**src/core/sspr_pkg.sv**
```systemverilog
// Purpose: Shared constants and types for the strap and reset block
// Assumes: Four ports, port 0 upstream, 20 MHz system clock
// Notes:   Register map is a small local map on a plain port
package sspr_pkg;

  // ----------------------------------------------------------------
  // Geometry
  // ----------------------------------------------------------------
  localparam int unsigned NUM_PORTS     = 4;
  localparam int unsigned UP_PORT       = 0;
  localparam int unsigned ADDR_W        = 4;
  localparam int unsigned DATA_W        = 32;
  localparam int unsigned MODE_W        = 3;

  // ----------------------------------------------------------------
  // Register offsets
  // ----------------------------------------------------------------
  localparam logic [ADDR_W-1:0] OFS_LSTS0  = 4'h0;
  localparam logic [ADDR_W-1:0] OFS_LSTS1  = 4'h4;
  localparam logic [ADDR_W-1:0] OFS_LSTS2  = 4'h8;
  localparam logic [ADDR_W-1:0] OFS_STATUS = 4'hc;

  // ----------------------------------------------------------------
  // Field positions
  // ----------------------------------------------------------------
  localparam int unsigned SCLK_BIT      = 12;
  localparam int unsigned ST_MODE_LSB   = 0;
  localparam int unsigned ST_EEINIT_BIT = 4;
  localparam int unsigned ST_RSVD_BIT   = 5;
  localparam int unsigned ST_READY_BIT  = 6;

  // ----------------------------------------------------------------
  // Mode encodings and reset values
  // ----------------------------------------------------------------
  localparam logic [MODE_W-1:0] MODE_NORMAL = 3'h0;
  localparam logic [MODE_W-1:0] MODE_EEINIT = 3'h1;
  localparam logic [DATA_W-1:0] RST_DATA    = 32'h0;
  localparam logic              RST_BIT     = 1'b0;

  // ----------------------------------------------------------------
  // Timing
  // ----------------------------------------------------------------
  localparam int unsigned SYNC_STAGES = 2;

  typedef enum logic [1:0] {
    SSPR_OP_NORMAL,
    SSPR_OP_EEINIT,
    SSPR_OP_RESERVED
  } sspr_op_t;

endpackage : sspr_pkg

```
**src/core/sspr_strap_reset.sv**
```systemverilog
// Purpose: Strap capture, slot clock bits and fundamental reset handling
// Assumes: Straps are static around the release of fundamental reset
// Notes:   Register reads return data one cycle after the read strobe
//
// The implementer's own choices: the placing of the registers and the strobed register port.

// Overview of operation
// - Downstream strap seeds every downstream slot clock bit
// - Software rewrites each downstream slot clock bit
// - Upstream strap seeds upstream slot clock bit
// - Software rewrites upstream slot clock bit
// - Low reset pin resets all logic except the strap synchroniser, starts reset
// - Mode 0 normal, 1 EEPROM init, rest reserved
// - Port 0 is the upstream port
module sspr_strap_reset
  import sspr_pkg::*;
(
  input  wire logic              sys_clk,
  input  wire logic              rst,
  input  wire logic              fundamental_reset_n,
  input  wire logic              common_clock_downstream_strap,
  input  wire logic              common_clock_upstream_strap,
  input  wire logic [MODE_W-1:0] switch_mode_strap,
  input  wire logic [ADDR_W-1:0] regAddr,
  input  wire logic [DATA_W-1:0] regWrData,
  input  wire logic              regWrEn,
  input  wire logic              regRdEn,
  output logic      [DATA_W-1:0] regRdData,
  output logic      [NUM_PORTS-1:0] slotClockCfg,
  output logic      [MODE_W-1:0] switchMode,
  output logic                   eepromInitReq,
  output logic                   modeReserved,
  output logic                   fundResetActive,
  output logic                   configReady
);

  // ----------------------------------------------------------------
  // Reset and pin synchronisation
  // ----------------------------------------------------------------
  logic              coreRst;
  logic [MODE_W+1:0] strapSync;

  sspr_reset_gen u_reset_gen (
    .sys_clk             (sys_clk),
    .rst                 (rst),
    .fundamental_reset_n (fundamental_reset_n),
    .coreRst             (coreRst)
  );

  sspr_sync #(
    .WIDTH (MODE_W + 2)
  ) u_strap_sync (
    .sys_clk (sys_clk),
    .rst     (rst),
    .pinIn   ({switch_mode_strap, common_clock_upstream_strap, common_clock_downstream_strap}),
    .syncOut (strapSync)
  );

  // ----------------------------------------------------------------
  // State
  // ----------------------------------------------------------------
  typedef struct packed {
    logic                 captured;
    logic [NUM_PORTS-1:0] sclk;
    logic [MODE_W-1:0]    mode;
    logic                 eeInit;
    logic                 rsvd;
    logic                 resetOut;
    logic [DATA_W-1:0]    rdData;
  } sspr_state_t;

  sspr_state_t state_r;
  sspr_state_t state_nxt;

  logic [NUM_PORTS-1:0] wrPort;
  logic                 dsStrap;
  logic                 usStrap;
  logic [MODE_W-1:0]    modeStrap;

  assign dsStrap   = strapSync[0];
  assign usStrap   = strapSync[1];
  assign modeStrap = strapSync[MODE_W+1:2];

  // ----------------------------------------------------------------
  // Per-port write decode
  // ----------------------------------------------------------------
  genvar gi;
  generate
    for (gi = 0; gi < NUM_PORTS; gi++) begin : g_wr
      assign wrPort[gi] = regWrEn && (regAddr == ADDR_W'(gi * 4));
    end
  endgenerate

  // ----------------------------------------------------------------
  // Next state
  // ----------------------------------------------------------------
  always_comb begin
    state_nxt          = state_r;
    state_nxt.resetOut = 1'b0;
    state_nxt.rdData   = RST_DATA;
    if (!state_r.captured) begin
      // First cycle out of reset: straps become initial state
      state_nxt.captured = 1'b1;
      for (int p = 0; p < NUM_PORTS; p++) begin
        if (p == UP_PORT) begin
          state_nxt.sclk[p] = usStrap;
        end else begin
          state_nxt.sclk[p] = dsStrap;
        end
      end
      state_nxt.mode = modeStrap;
      unique case (modeStrap)
        MODE_NORMAL: begin
          state_nxt.eeInit = 1'b0;
          state_nxt.rsvd   = 1'b0;
        end
        MODE_EEINIT: begin
          state_nxt.eeInit = 1'b1;
          state_nxt.rsvd   = 1'b0;
        end
        default: begin
          state_nxt.eeInit = 1'b0;
          state_nxt.rsvd   = 1'b1;
        end
      endcase
    end else begin
      for (int p = 0; p < NUM_PORTS; p++) begin
        if (wrPort[p]) begin
          state_nxt.sclk[p] = regWrData[SCLK_BIT];
        end
      end
    end
    if (regRdEn) begin
      if (regAddr == OFS_STATUS) begin
        state_nxt.rdData[ST_MODE_LSB +: MODE_W] = state_r.mode;
        state_nxt.rdData[ST_EEINIT_BIT]         = state_r.eeInit;
        state_nxt.rdData[ST_RSVD_BIT]           = state_r.rsvd;
        state_nxt.rdData[ST_READY_BIT]          = state_r.captured;
      end else begin
        for (int p = 0; p < NUM_PORTS; p++) begin
          if (regAddr == ADDR_W'(p * 4)) begin
            state_nxt.rdData[SCLK_BIT] = state_r.sclk[p];
          end
        end
      end
    end
  end

  // ----------------------------------------------------------------
  // Registers: state cleared, resetOut set, while coreRst is high
  // ----------------------------------------------------------------
  always_ff @(posedge sys_clk or posedge coreRst) begin
    if (coreRst) begin
      state_r          <= '0;
      state_r.resetOut <= 1'b1;
    end else begin
      state_r <= state_nxt;
    end
  end

  assign regRdData       = state_r.rdData;
  assign slotClockCfg    = state_r.sclk;
  assign switchMode      = state_r.mode;
  assign eepromInitReq   = state_r.eeInit;
  assign modeReserved    = state_r.rsvd;
  assign fundResetActive = state_r.resetOut;
  assign configReady     = state_r.captured;

endmodule : sspr_strap_reset

```
**src/core/sspr_sync.sv**
```systemverilog
// Purpose: Two-flop synchroniser for asynchronous pin levels
// Assumes: Inputs are slow static levels
// Notes:   First stage is read only by the second stage
module sspr_sync
  import sspr_pkg::*;
#(
  parameter int unsigned WIDTH = 1
) (
  input  wire logic             sys_clk,
  input  wire logic             rst,
  input  wire logic [WIDTH-1:0] pinIn,
  output logic      [WIDTH-1:0] syncOut
);

  typedef struct packed {
    logic [WIDTH-1:0] meta;
    logic [WIDTH-1:0] stable;
  } sspr_sync_t;

  sspr_sync_t state_r;
  sspr_sync_t state_nxt;

  always_comb begin
    state_nxt        = state_r;
    state_nxt.meta   = pinIn;
    state_nxt.stable = state_r.meta;
  end

  always_ff @(posedge sys_clk or posedge rst) begin
    if (rst) begin
      state_r <= '0;
    end else begin
      state_r <= state_nxt;
    end
  end

  assign syncOut = state_r.stable;

endmodule : sspr_sync

```
**src/core/sspr_reset_gen.sv**
```systemverilog
// Purpose: Combine pin reset into an internal asynchronous reset
// Assumes: fundamental_reset_n is active low and asynchronous
// Notes:   Assertion is immediate, release is synchronised
module sspr_reset_gen
  import sspr_pkg::*;
(
  input  wire logic sys_clk,
  input  wire logic rst,
  input  wire logic fundamental_reset_n,
  output logic      coreRst
);

  typedef struct packed {
    logic meta;
    logic held;
  } sspr_rg_t;

  sspr_rg_t state_r;
  sspr_rg_t state_nxt;
  logic     anyRst;

  assign anyRst = rst | ~fundamental_reset_n;

  always_comb begin
    state_nxt      = state_r;
    state_nxt.meta = 1'b0;
    state_nxt.held = state_r.meta;
  end

  always_ff @(posedge sys_clk or posedge anyRst) begin
    if (anyRst) begin
      state_r <= '1;
    end else begin
      state_r <= state_nxt;
    end
  end

  assign coreRst = state_r.held;

endmodule : sspr_reset_gen

```
**config.mk**
```make
export PLATFORM = sky130hd
export DESIGN_NAME = sspr_strap_reset
export DESIGN_NICKNAME = d
export VERILOG_FILES = /design/src/core/sspr_pkg.sv /design/src/core/sspr_strap_reset.sv /design/src/core/sspr_sync.sv /design/src/core/sspr_reset_gen.sv
export SDC_FILE = /design/constraint.sdc
export NUM_CORES = 1
export LEC_CHECK = 0
export ABC_AREA = 0
export BUFFER_PORTS_ARGS = -buffer_cell sky130_fd_sc_hd__buf_4
export CORE_AREA = 2 2 56 58
export CTS_BUF_LIST = sky130_fd_sc_hd__clkbuf_2
export CTS_CLUSTER_SIZE = 30
export DETAILED_ROUTE_END_ITERATION = 10
export DIE_AREA = 0 0 58 60
export GPL_ROUTABILITY_DRIVEN = 0
export HOLD_SLACK_MARGIN = 0.03
export MAX_ROUTING_LAYER = met4
export PLACE_DENSITY = 0.87
export SYNTH_ARGS = -nofsm -noshare
export SYNTH_HDL_FRONTEND = slang
export SYNTH_SLANG_ARGS = --single-unit
```
**constraint.sdc**
```tcl
create_clock -name sys_clk -period 1.6 [get_ports sys_clk]
set_clock_uncertainty 0.05 [all_clocks]
set_input_delay 0.08 -clock sys_clk [delete_from_list [all_inputs] [get_ports sys_clk]]
set_output_delay 0.08 -clock sys_clk [all_outputs]
set_load 0.005 [all_outputs]
```
==> impl_metrics.env, run 1 <==
export IMPL_path_cells="mux2i_1, o21ai_0, and3_1, dlygate4sd3_1"
export IMPL_yosysWarnings=0
export IMPL_cts_root_buffer="clkbuf_2"
export IMPL_p_clk_share_pct=25.2
export IMPL_netlist_top_cells_area="dfrtp_1, buf_4, dfstp_2, and2_1, mux2_2"
export IMPL_seq_area_frac_synth_pct=61.2
export IMPL_worstSkewPairLatency_ns=0.33
export IMPL_crit_type="flop to flop"
export IMPL_critPathMaxFanout=3
export IMPL_path_clk_slew_ns=0.15
export IMPL_grt_antenna_before_repair=0
export IMPL_cp_top_family="buffers and inverters"
export IMPL_drt_iter0_drc=3
export IMPL_worst_slew_pin_slew_ns=0.644
export IMPL_mostFrequentLayoutCells="buf_4, conb_1, dfrtp_1, dlygate4sd3_1, clkbuf_2"
export IMPL_start_util_pct=42.5
export IMPL_grt_pass1_vias=775
export IMPL_htreeDepth=2
export IMPL_slowest_delay_ns=0.54
export IMPL_hp_class="primary input to flop"
export IMPL_grt_pass1_wl_um=3330
export IMPL_finalHoldViolations=0
export IMPL_cts_buffers=5
export IMPL_intPower_uw=1020
export IMPL_dp_cells=168
export IMPL_die_area_sq_mm=0.00348
export IMPL_rows=20
export IMPL_netlist_area_sq_mm=0.00123
export IMPL_synthFlopType="dfrtp_1"
export IMPL_wl_um=2160
export IMPL_mostFrequentLayoutCell="buf_4"
export IMPL_worst_path_max_delay_cell="dlygate4sd3_1"
export IMPL_area_growth_pct=29.8
export IMPL_crit_arrival_ns=1.72
export IMPL_required_ns=1.78
export IMPL_end_kind="flop"
export IMPL_finalSetupViolations=0
export IMPL_cts_sinks=30
export IMPL_vias=828
export IMPL_fin_hold_ws_ns=0.185
export IMPL_fmax_mhz=652
export IMPL_drt_first_pass_iters=4
export IMPL_cts_buffer_depth=2
export IMPL_viasPerCell=4.36
export IMPL_netlist_area_leader_share_pct=54.8
export IMPL_drc_errors=0
export IMPL_tns_ns=0
export IMPL_seq_area_sq_um=754
export IMPL_ant_nets=0
export IMPL_grt_max_degree=19
export IMPL_cap_viol_max_count=0
export IMPL_slew_limit_headroom_pct=57.0
export IMPL_p_comb_share_pct=13.2
export IMPL_placed_area_sq_mm=0.00142
export IMPL_yosysTopAreaCell="dfrtp_1"
export IMPL_syn_avg_cell_area_sq_um=12.0
export IMPL_final_area_sq_mm=0.00160
export IMPL_whs_path_depth=4
export IMPL_grt_use_total_pct=13.5
export IMPL_final_util_pct=55.2
export IMPL_startpoint_type="flop"
export IMPL_synthArstFlopShare_pct=100
export IMPL_cp_num_buf_inv=1
export IMPL_antennaDiodeCount=0
export IMPL_synth_cell_type_count=25
export IMPL_post_cts_resize_count=0
export IMPL_rr_endpoint="regRdData[12]$_DFF_PP0_"
export IMPL_r2r_slack_ns=0.07
export IMPL_dp_hpwl_um=1520
export IMPL_coreArea_sq_mm=0.00290
export IMPL_final_min_clock_period_ns=1.53
export IMPL_drive_gt1_share_pct=31.2
export IMPL_synthCells=103
export IMPL_wl_per_cell_um=11.4
export IMPL_r2r_start="slotClockCfg[1]$_DFFE_PP0P_"
export IMPL_p_leak_uw=0.000814
export IMPL_ir_drop_mv=0.522
export IMPL_p_per_area_mw_per_mm2=841
export IMPL_io_buffers=32
export IMPL_nets=203
export IMPL_seq_power_share_pct=61.6
export IMPL_rsz0062_at_grt="no"
export IMPL_fillCellCount=265
export IMPL_swShare_pct=24.6
export IMPL_pin_count=89
export IMPL_fp_dieW_um=58
export IMPL_cts_tree="built"
export IMPL_final_cells=190
export IMPL_slew_violations=0
export IMPL_outcome="completed"
export IMPL_grt_overflow=0
export IMPL_ys_ff_latch=30
export IMPL_power_switching_uw=331
export IMPL_fin_crit_sh_pct=95.8
export IMPL_synth_enable_flop_cells=0
export IMPL_die_y_um=60
export IMPL_hold_start="regAddr[0]"
export IMPL_multiInputGateArea_sq_um=370
export IMPL_min_to="slotClockCfg[2]$_DFFE_PP0P_"
export IMPL_r2r_cells=4
[timing repair]
| action | 4_1_cts | 5_1_grt |
|---|---|---|
| setup buffers | 0 | 2 |
| endpoints found under the setup margin | 0 | 1 |
| hold buffers | 13 | 0 |
| endpoints found under the hold margin | 21 | 0 |
[area by class of cell]
type,instances,share of cell area [%]
inverter,4,0.937
clock buffer,7,2.19
tap,33,2.58
sequential,30,47.1
timing repair buffer,47,24.1
multi-input combinational,69,23.1
[stage by stage]
stage | worst slack, ns | power [uW]
final | 0.0670 | 1350
after global routing | 0.00710 | 1420
after floorplan | 0.566 | 946
after detailed placement | 0.389 | 993
after CTS | 0.0589 | 1360
after global placement | 0.414 | 983
[synth_stat cells, types with 2 or more instances]
cell     instances
dfrtp_1         27
buf_4           25
and2_1           6
a31oi_1          4
inv_1            4
nand2_1          4
nor2_1           4
o21ai_0          4
dfstp_2          3
mux2_2           3
conb_1           2
nand3_1          2
nor2b_1          2
o21ai_1          2
[sequential cells by signal (all words and copies together), names as in the netlist]
name,cells
regRdData,7
slotClockCfg,4
eepromInitReq,1
u_strap_sync.syncOut,5
modeReserved,1
u_strap_sync.state_nxt,5
fundResetActive,1
u_reset_gen.state_nxt,1
configReady,1
switchMode,3
u_reset_gen.coreRst,1
[worst reg2reg max path, stage by stage, from the launching register on]
cell           delay (ns)
dfrtp_1              0.43
mux2i_1              0.15
o21ai_0              0.09
and3_1               0.18
dlygate4sd3_1        0.54
[worst max-delay path by stage]
stage                                startpoint                     endpoint  slack, ns  depth (start not counted)
CTS                 slotClockCfg[1]$_DFFE_PP0P_      regRdData[12]$_DFF_PP0_       0.06                          4
floorplan                 configReady$_DFF_PP0_     modeReserved$_DFFE_PP0N_       0.57                          3
global placement                     regAddr[2]  slotClockCfg[0]$_DFFE_PP0P_       0.41                          4
finish              slotClockCfg[1]$_DFFE_PP0P_      regRdData[12]$_DFF_PP0_       0.07                          4
detailed placement                   regAddr[2]  slotClockCfg[0]$_DFFE_PP0P_       0.39                          4
global route        slotClockCfg[1]$_DFFE_PP0P_      regRdData[12]$_DFF_PP0_      0.007                          4
[kinds of logic after synthesis]
| kind of cell | synth area share (%) |
|---|---|
| flops | 61.2 |
| buf+inv | 16.7 |
| simple gates | 13.1 |
| compound gates | 4.87 |
| mux | 3.55 |
| other cells | 0.609 |
[power groups by stage]
| stage | logic [uW] | registers (uW) | clock network, uW |
|---|---|---|---|
| floorplan | 108 | 838 | 0 |
| global placement | 141 | 842 | 0 |
| detailed placement | 148 | 845 | 0 |
| CTS | 170 | 830 | 357 |
| global route | 200 | 835 | 383 |
| finish | 178 | 830 | 339 |
[routing by layer]
metal / routed length, um / share of wire [%] / track usage (%)
met5: 0 / 0 / -
met4: 25 / 1.2 / 5.98
met3: 162 / 7.5 / 4.55
met2: 1220 / 56 / 23.7
met1: 756 / 35 / 13.6
(Power assumes the default switching activity.)
==> inputs of run 2 (changes only) <==
ABC_AREA = 1   (was 0)
CORE_AREA = 2 2 51 65   (was 2 2 56 58)
DIE_AREA = 0 0 53 67   (was 0 0 58 60)
PLACE_DENSITY = 0.86   (was 0.87)
==> run 2 against run 1 <==
Via count increased by 9.8%. Utilization increased by 2.2 points. Design area increased by 3.6%. Register-to-register slack improved by 0.32 ns. First-iteration DRC count increased to 4.3 times the previous value. Hold slack got worse by 0.13 ns. Non-clock buffer count increased by 2. Critical endpoint is now regRdData[1]$_DFF_PP0_. Total power increased by 2.2%. Global-route usage increased by 0.51 points.
==> impl_metrics.env, run 2 <==
export IMPL_mostFrequentLayoutCell="buf_4"
export IMPL_netlist_area_sq_mm=0.00126
export IMPL_vias=909
export IMPL_cts_tree="built"
export IMPL_synthFlopType="dfrtp_1"
export IMPL_viasPerCell=4.13
export IMPL_min_to="slotClockCfg[0]$_DFFE_PP0P_"
export IMPL_grt_use_total_pct=14.0
export IMPL_r2r_cells=5
export IMPL_netlist_area_leader_share_pct=53.7
export IMPL_required_ns=1.84
export IMPL_wl_um=2170
export IMPL_critPathMaxFanout=6
export IMPL_ant_nets=0
export IMPL_synth_compound_area_share_pct=2.09
export IMPL_intPower_uw=1020
export IMPL_finalHoldViolations=0
export IMPL_grt_pass1_vias=837
export IMPL_finalSetupViolations=0
export IMPL_ir_drop_mv=0.545
export IMPL_slew_violations=0
export IMPL_coreArea_sq_mm=0.00289
export IMPL_end_kind="flop"
export IMPL_syn_avg_cell_area_sq_um=9.91
export IMPL_cap_viol_max_count=0
export IMPL_area_growth_pct=31.8
export IMPL_dr_wl_met2_um=1240
export IMPL_fillCellCount=244
export IMPL_final_util_pct=57.4
export IMPL_yosys_area_share_adder_pct=0
export IMPL_rsz0062_at_grt="no"
export IMPL_swShare_pct=26.0
export IMPL_wl_per_cell_um=9.86
export IMPL_synth_area_mux_share_pct=0
export IMPL_grt_overflow=0
export IMPL_grt_antenna_before_repair=0
export IMPL_synthCells=127
export IMPL_die_area_sq_mm=0.00355
export IMPL_synth_top_family_by_area="buffers and inverters"
export IMPL_htreeDepth=2
export IMPL_rows=22
export IMPL_rr_endpoint="slotClockCfg[1]$_DFFE_PP0P_"
export IMPL_cts_sinks=30
export IMPL_drc_errors=0
export IMPL_ys_ff_latch=30
export IMPL_fp_dieW_um=53
export IMPL_yosysMostFrequentCell="dfrtp_1"
export IMPL_netlist_top_cells_area="dfrtp_1, buf_4, nand2_1, dfstp_2, nand3_1"
export IMPL_top_layer="met4"
export IMPL_p_leak_uw=0.000924
export IMPL_cts_buffer_depth=2
export IMPL_hold_start="regWrData[12]"
export IMPL_tns_ns=0
export IMPL_mostFrequentLayoutCells="buf_4, conb_1, dfrtp_1, nand2_1, dlygate4sd3_1"
export IMPL_seq_area_frac_synth_pct=59.9
export IMPL_cts_root_buffer="clkbuf_2"
export IMPL_yosysTopAreaCell="dfrtp_1"
export IMPL_path_clk_slew_ns=0.14
export IMPL_cts_buffers=5
export IMPL_grt_max_degree=19
export IMPL_hp_class="primary input to flop"
export IMPL_p_clk_share_pct=25.9
export IMPL_crit_arrival_ns=1.70
export IMPL_io_buffers=32
export IMPL_whs_path_depth=5
export IMPL_yosys_area_share_simple_pct=17.3
export IMPL_synth_cell_type_count=16
export IMPL_crit_type="primary input to flop"
export IMPL_grt_pass1_wl_um=3380
export IMPL_drive_gt1_share_pct=27.2
export IMPL_die_y_um=67
export IMPL_drt_iter0_drc=13
export IMPL_synth_common_cells="dfrtp_1, buf_4, nand2_1, inv_1, nand3_1"
export IMPL_dp_cells=196
export IMPL_p_per_area_mw_per_mm2=830
export IMPL_r2r_start="configReady$_DFF_PP0_"
export IMPL_drt_first_pass_iters=4
export IMPL_synth_xor_area_share_pct=0
export IMPL_final_cells=220
export IMPL_power_switching_uw=358
export IMPL_nets=229
export IMPL_dp_hpwl_um=1430
export IMPL_pin_count=89
export IMPL_seq_power_share_pct=60.0
export IMPL_final_min_clock_period_ns=1.45
export IMPL_fin_crit_sh_pct=90.9
export IMPL_fmax_mhz=687
export IMPL_start_util_pct=43.5
export IMPL_met3_length_um=144
export IMPL_synth_enable_flop_cells=0
export IMPL_antennaDiodeCount=0
export IMPL_largest_reg_flops=7
export IMPL_fin_hold_ws_ns=0.0556
export IMPL_startpoint_type="primary input"
export IMPL_worstSkewPairLatency_ns=0.34
export IMPL_outcome="completed"
export IMPL_wl_met1_um=776
export IMPL_synthArstFlopShare_pct=100
export IMPL_yosysWarnings=0
export IMPL_p_comb_share_pct=14.1
export IMPL_r2r_slack_ns=0.39
## run 2: changes by cell type in the layout (fill, tap and decap cells not counted), sizes merged, moves of 4 or more
cell   change
and2       -6
nand3      +9
nand4      +4
a31oi      -4
nand2     +19
inv       +12
nor2       +6
## run 2: worst max-delay path, cell delays in order
cell and delay, ns:
dlygate4sd3_1 0.55, buf_4 0.15, nor2_4 0.13, nand4_4 0.13, nor2_1 0.11, dlygate4sd3_1 0.54
## run 2: worst max path at each step
stage | from | endpoint | slack (ns) | cells after the start
6_report | regAddr[1] | regRdData[1]$_DFF_PP0_ | 0.15 | 6
5_1_grt | regAddr[0] | regRdData[1]$_DFF_PP0_ | 0.11 | 6
4_1_cts | regAddr[1] | regRdData[1]$_DFF_PP0_ | 0.02 | 6
3_5_place_dp | configReady$_DFF_PP0_ | slotClockCfg[1]$_DFFE_PP0P_ | 0.40 | 5
3_3_place_gp | configReady$_DFF_PP0_ | slotClockCfg[3]$_DFFE_PP0P_ | 0.43 | 5
2_1_floorplan | configReady$_DFF_PP0_ | slotClockCfg[1]$_DFFE_PP0P_ | 0.70 | 4
## run 2: area by class of cell
class,count,area [sq um],area share [%]
Multi-Input combinational cell,81,358,21.6
Sequential cell,30,754,45.5
Tap cell,36,45.0,2.71
Timing Repair Buffer,49,403,24.3
Inverter,16,60.1,3.62
Clock buffer,7,35.0,2.11
Clock inverter,1,3.75,0.226
## run 2: through the flow
stage          area [sq um]  setup WS, ns  total power [uW]
6_report               1660         0.145              1380
5_1_grt                1660         0.109              1460
4_1_cts                1630        0.0199              1380
3_5_place_dp           1460         0.401              1000
3_3_place_gp           1460         0.428               998
2_1_floorplan          1360         0.696               957
## run 2: logic make-up (layout without fill, tap and decap cells)
kind of cell	count (synthesis)	count (layout)
AOI/OAI and AO/OA	5	5
buffers and inverters	42	73
DFF	30	30
other	2	28
and+or+nand+nor	48	48
## run 2: per-layer routing
| layer | vias to the layer above | track usage [%] |
|---|---|---|
| met4 | 0 | 5.77 |
| li1 | 445 | - |
| met1 | 424 | 12.4 |
| met5 | - | - |
| met2 | 38 | 25.6 |
| met3 | 2 | 5.38 |
## run 2: power groups by stage
stage | Clock (uW) | Sequential (uW) | Combinational, uW
final | 356 | 827 | 194
after detailed placement | 0 | 841 | 163
after floorplan | 0 | 837 | 120
after global routing | 402 | 832 | 221
after CTS | 371 | 827 | 186
after global placement | 0 | 840 | 158
## run 2: timing repair
action | CTS | global route
endpoints found under the hold margin | 26 | 5
hold buffers | 13 | 1
gates resized for setup | 0 | 1
setup endpoints to repair | 0 | 1
setup buffers | 0 | 2
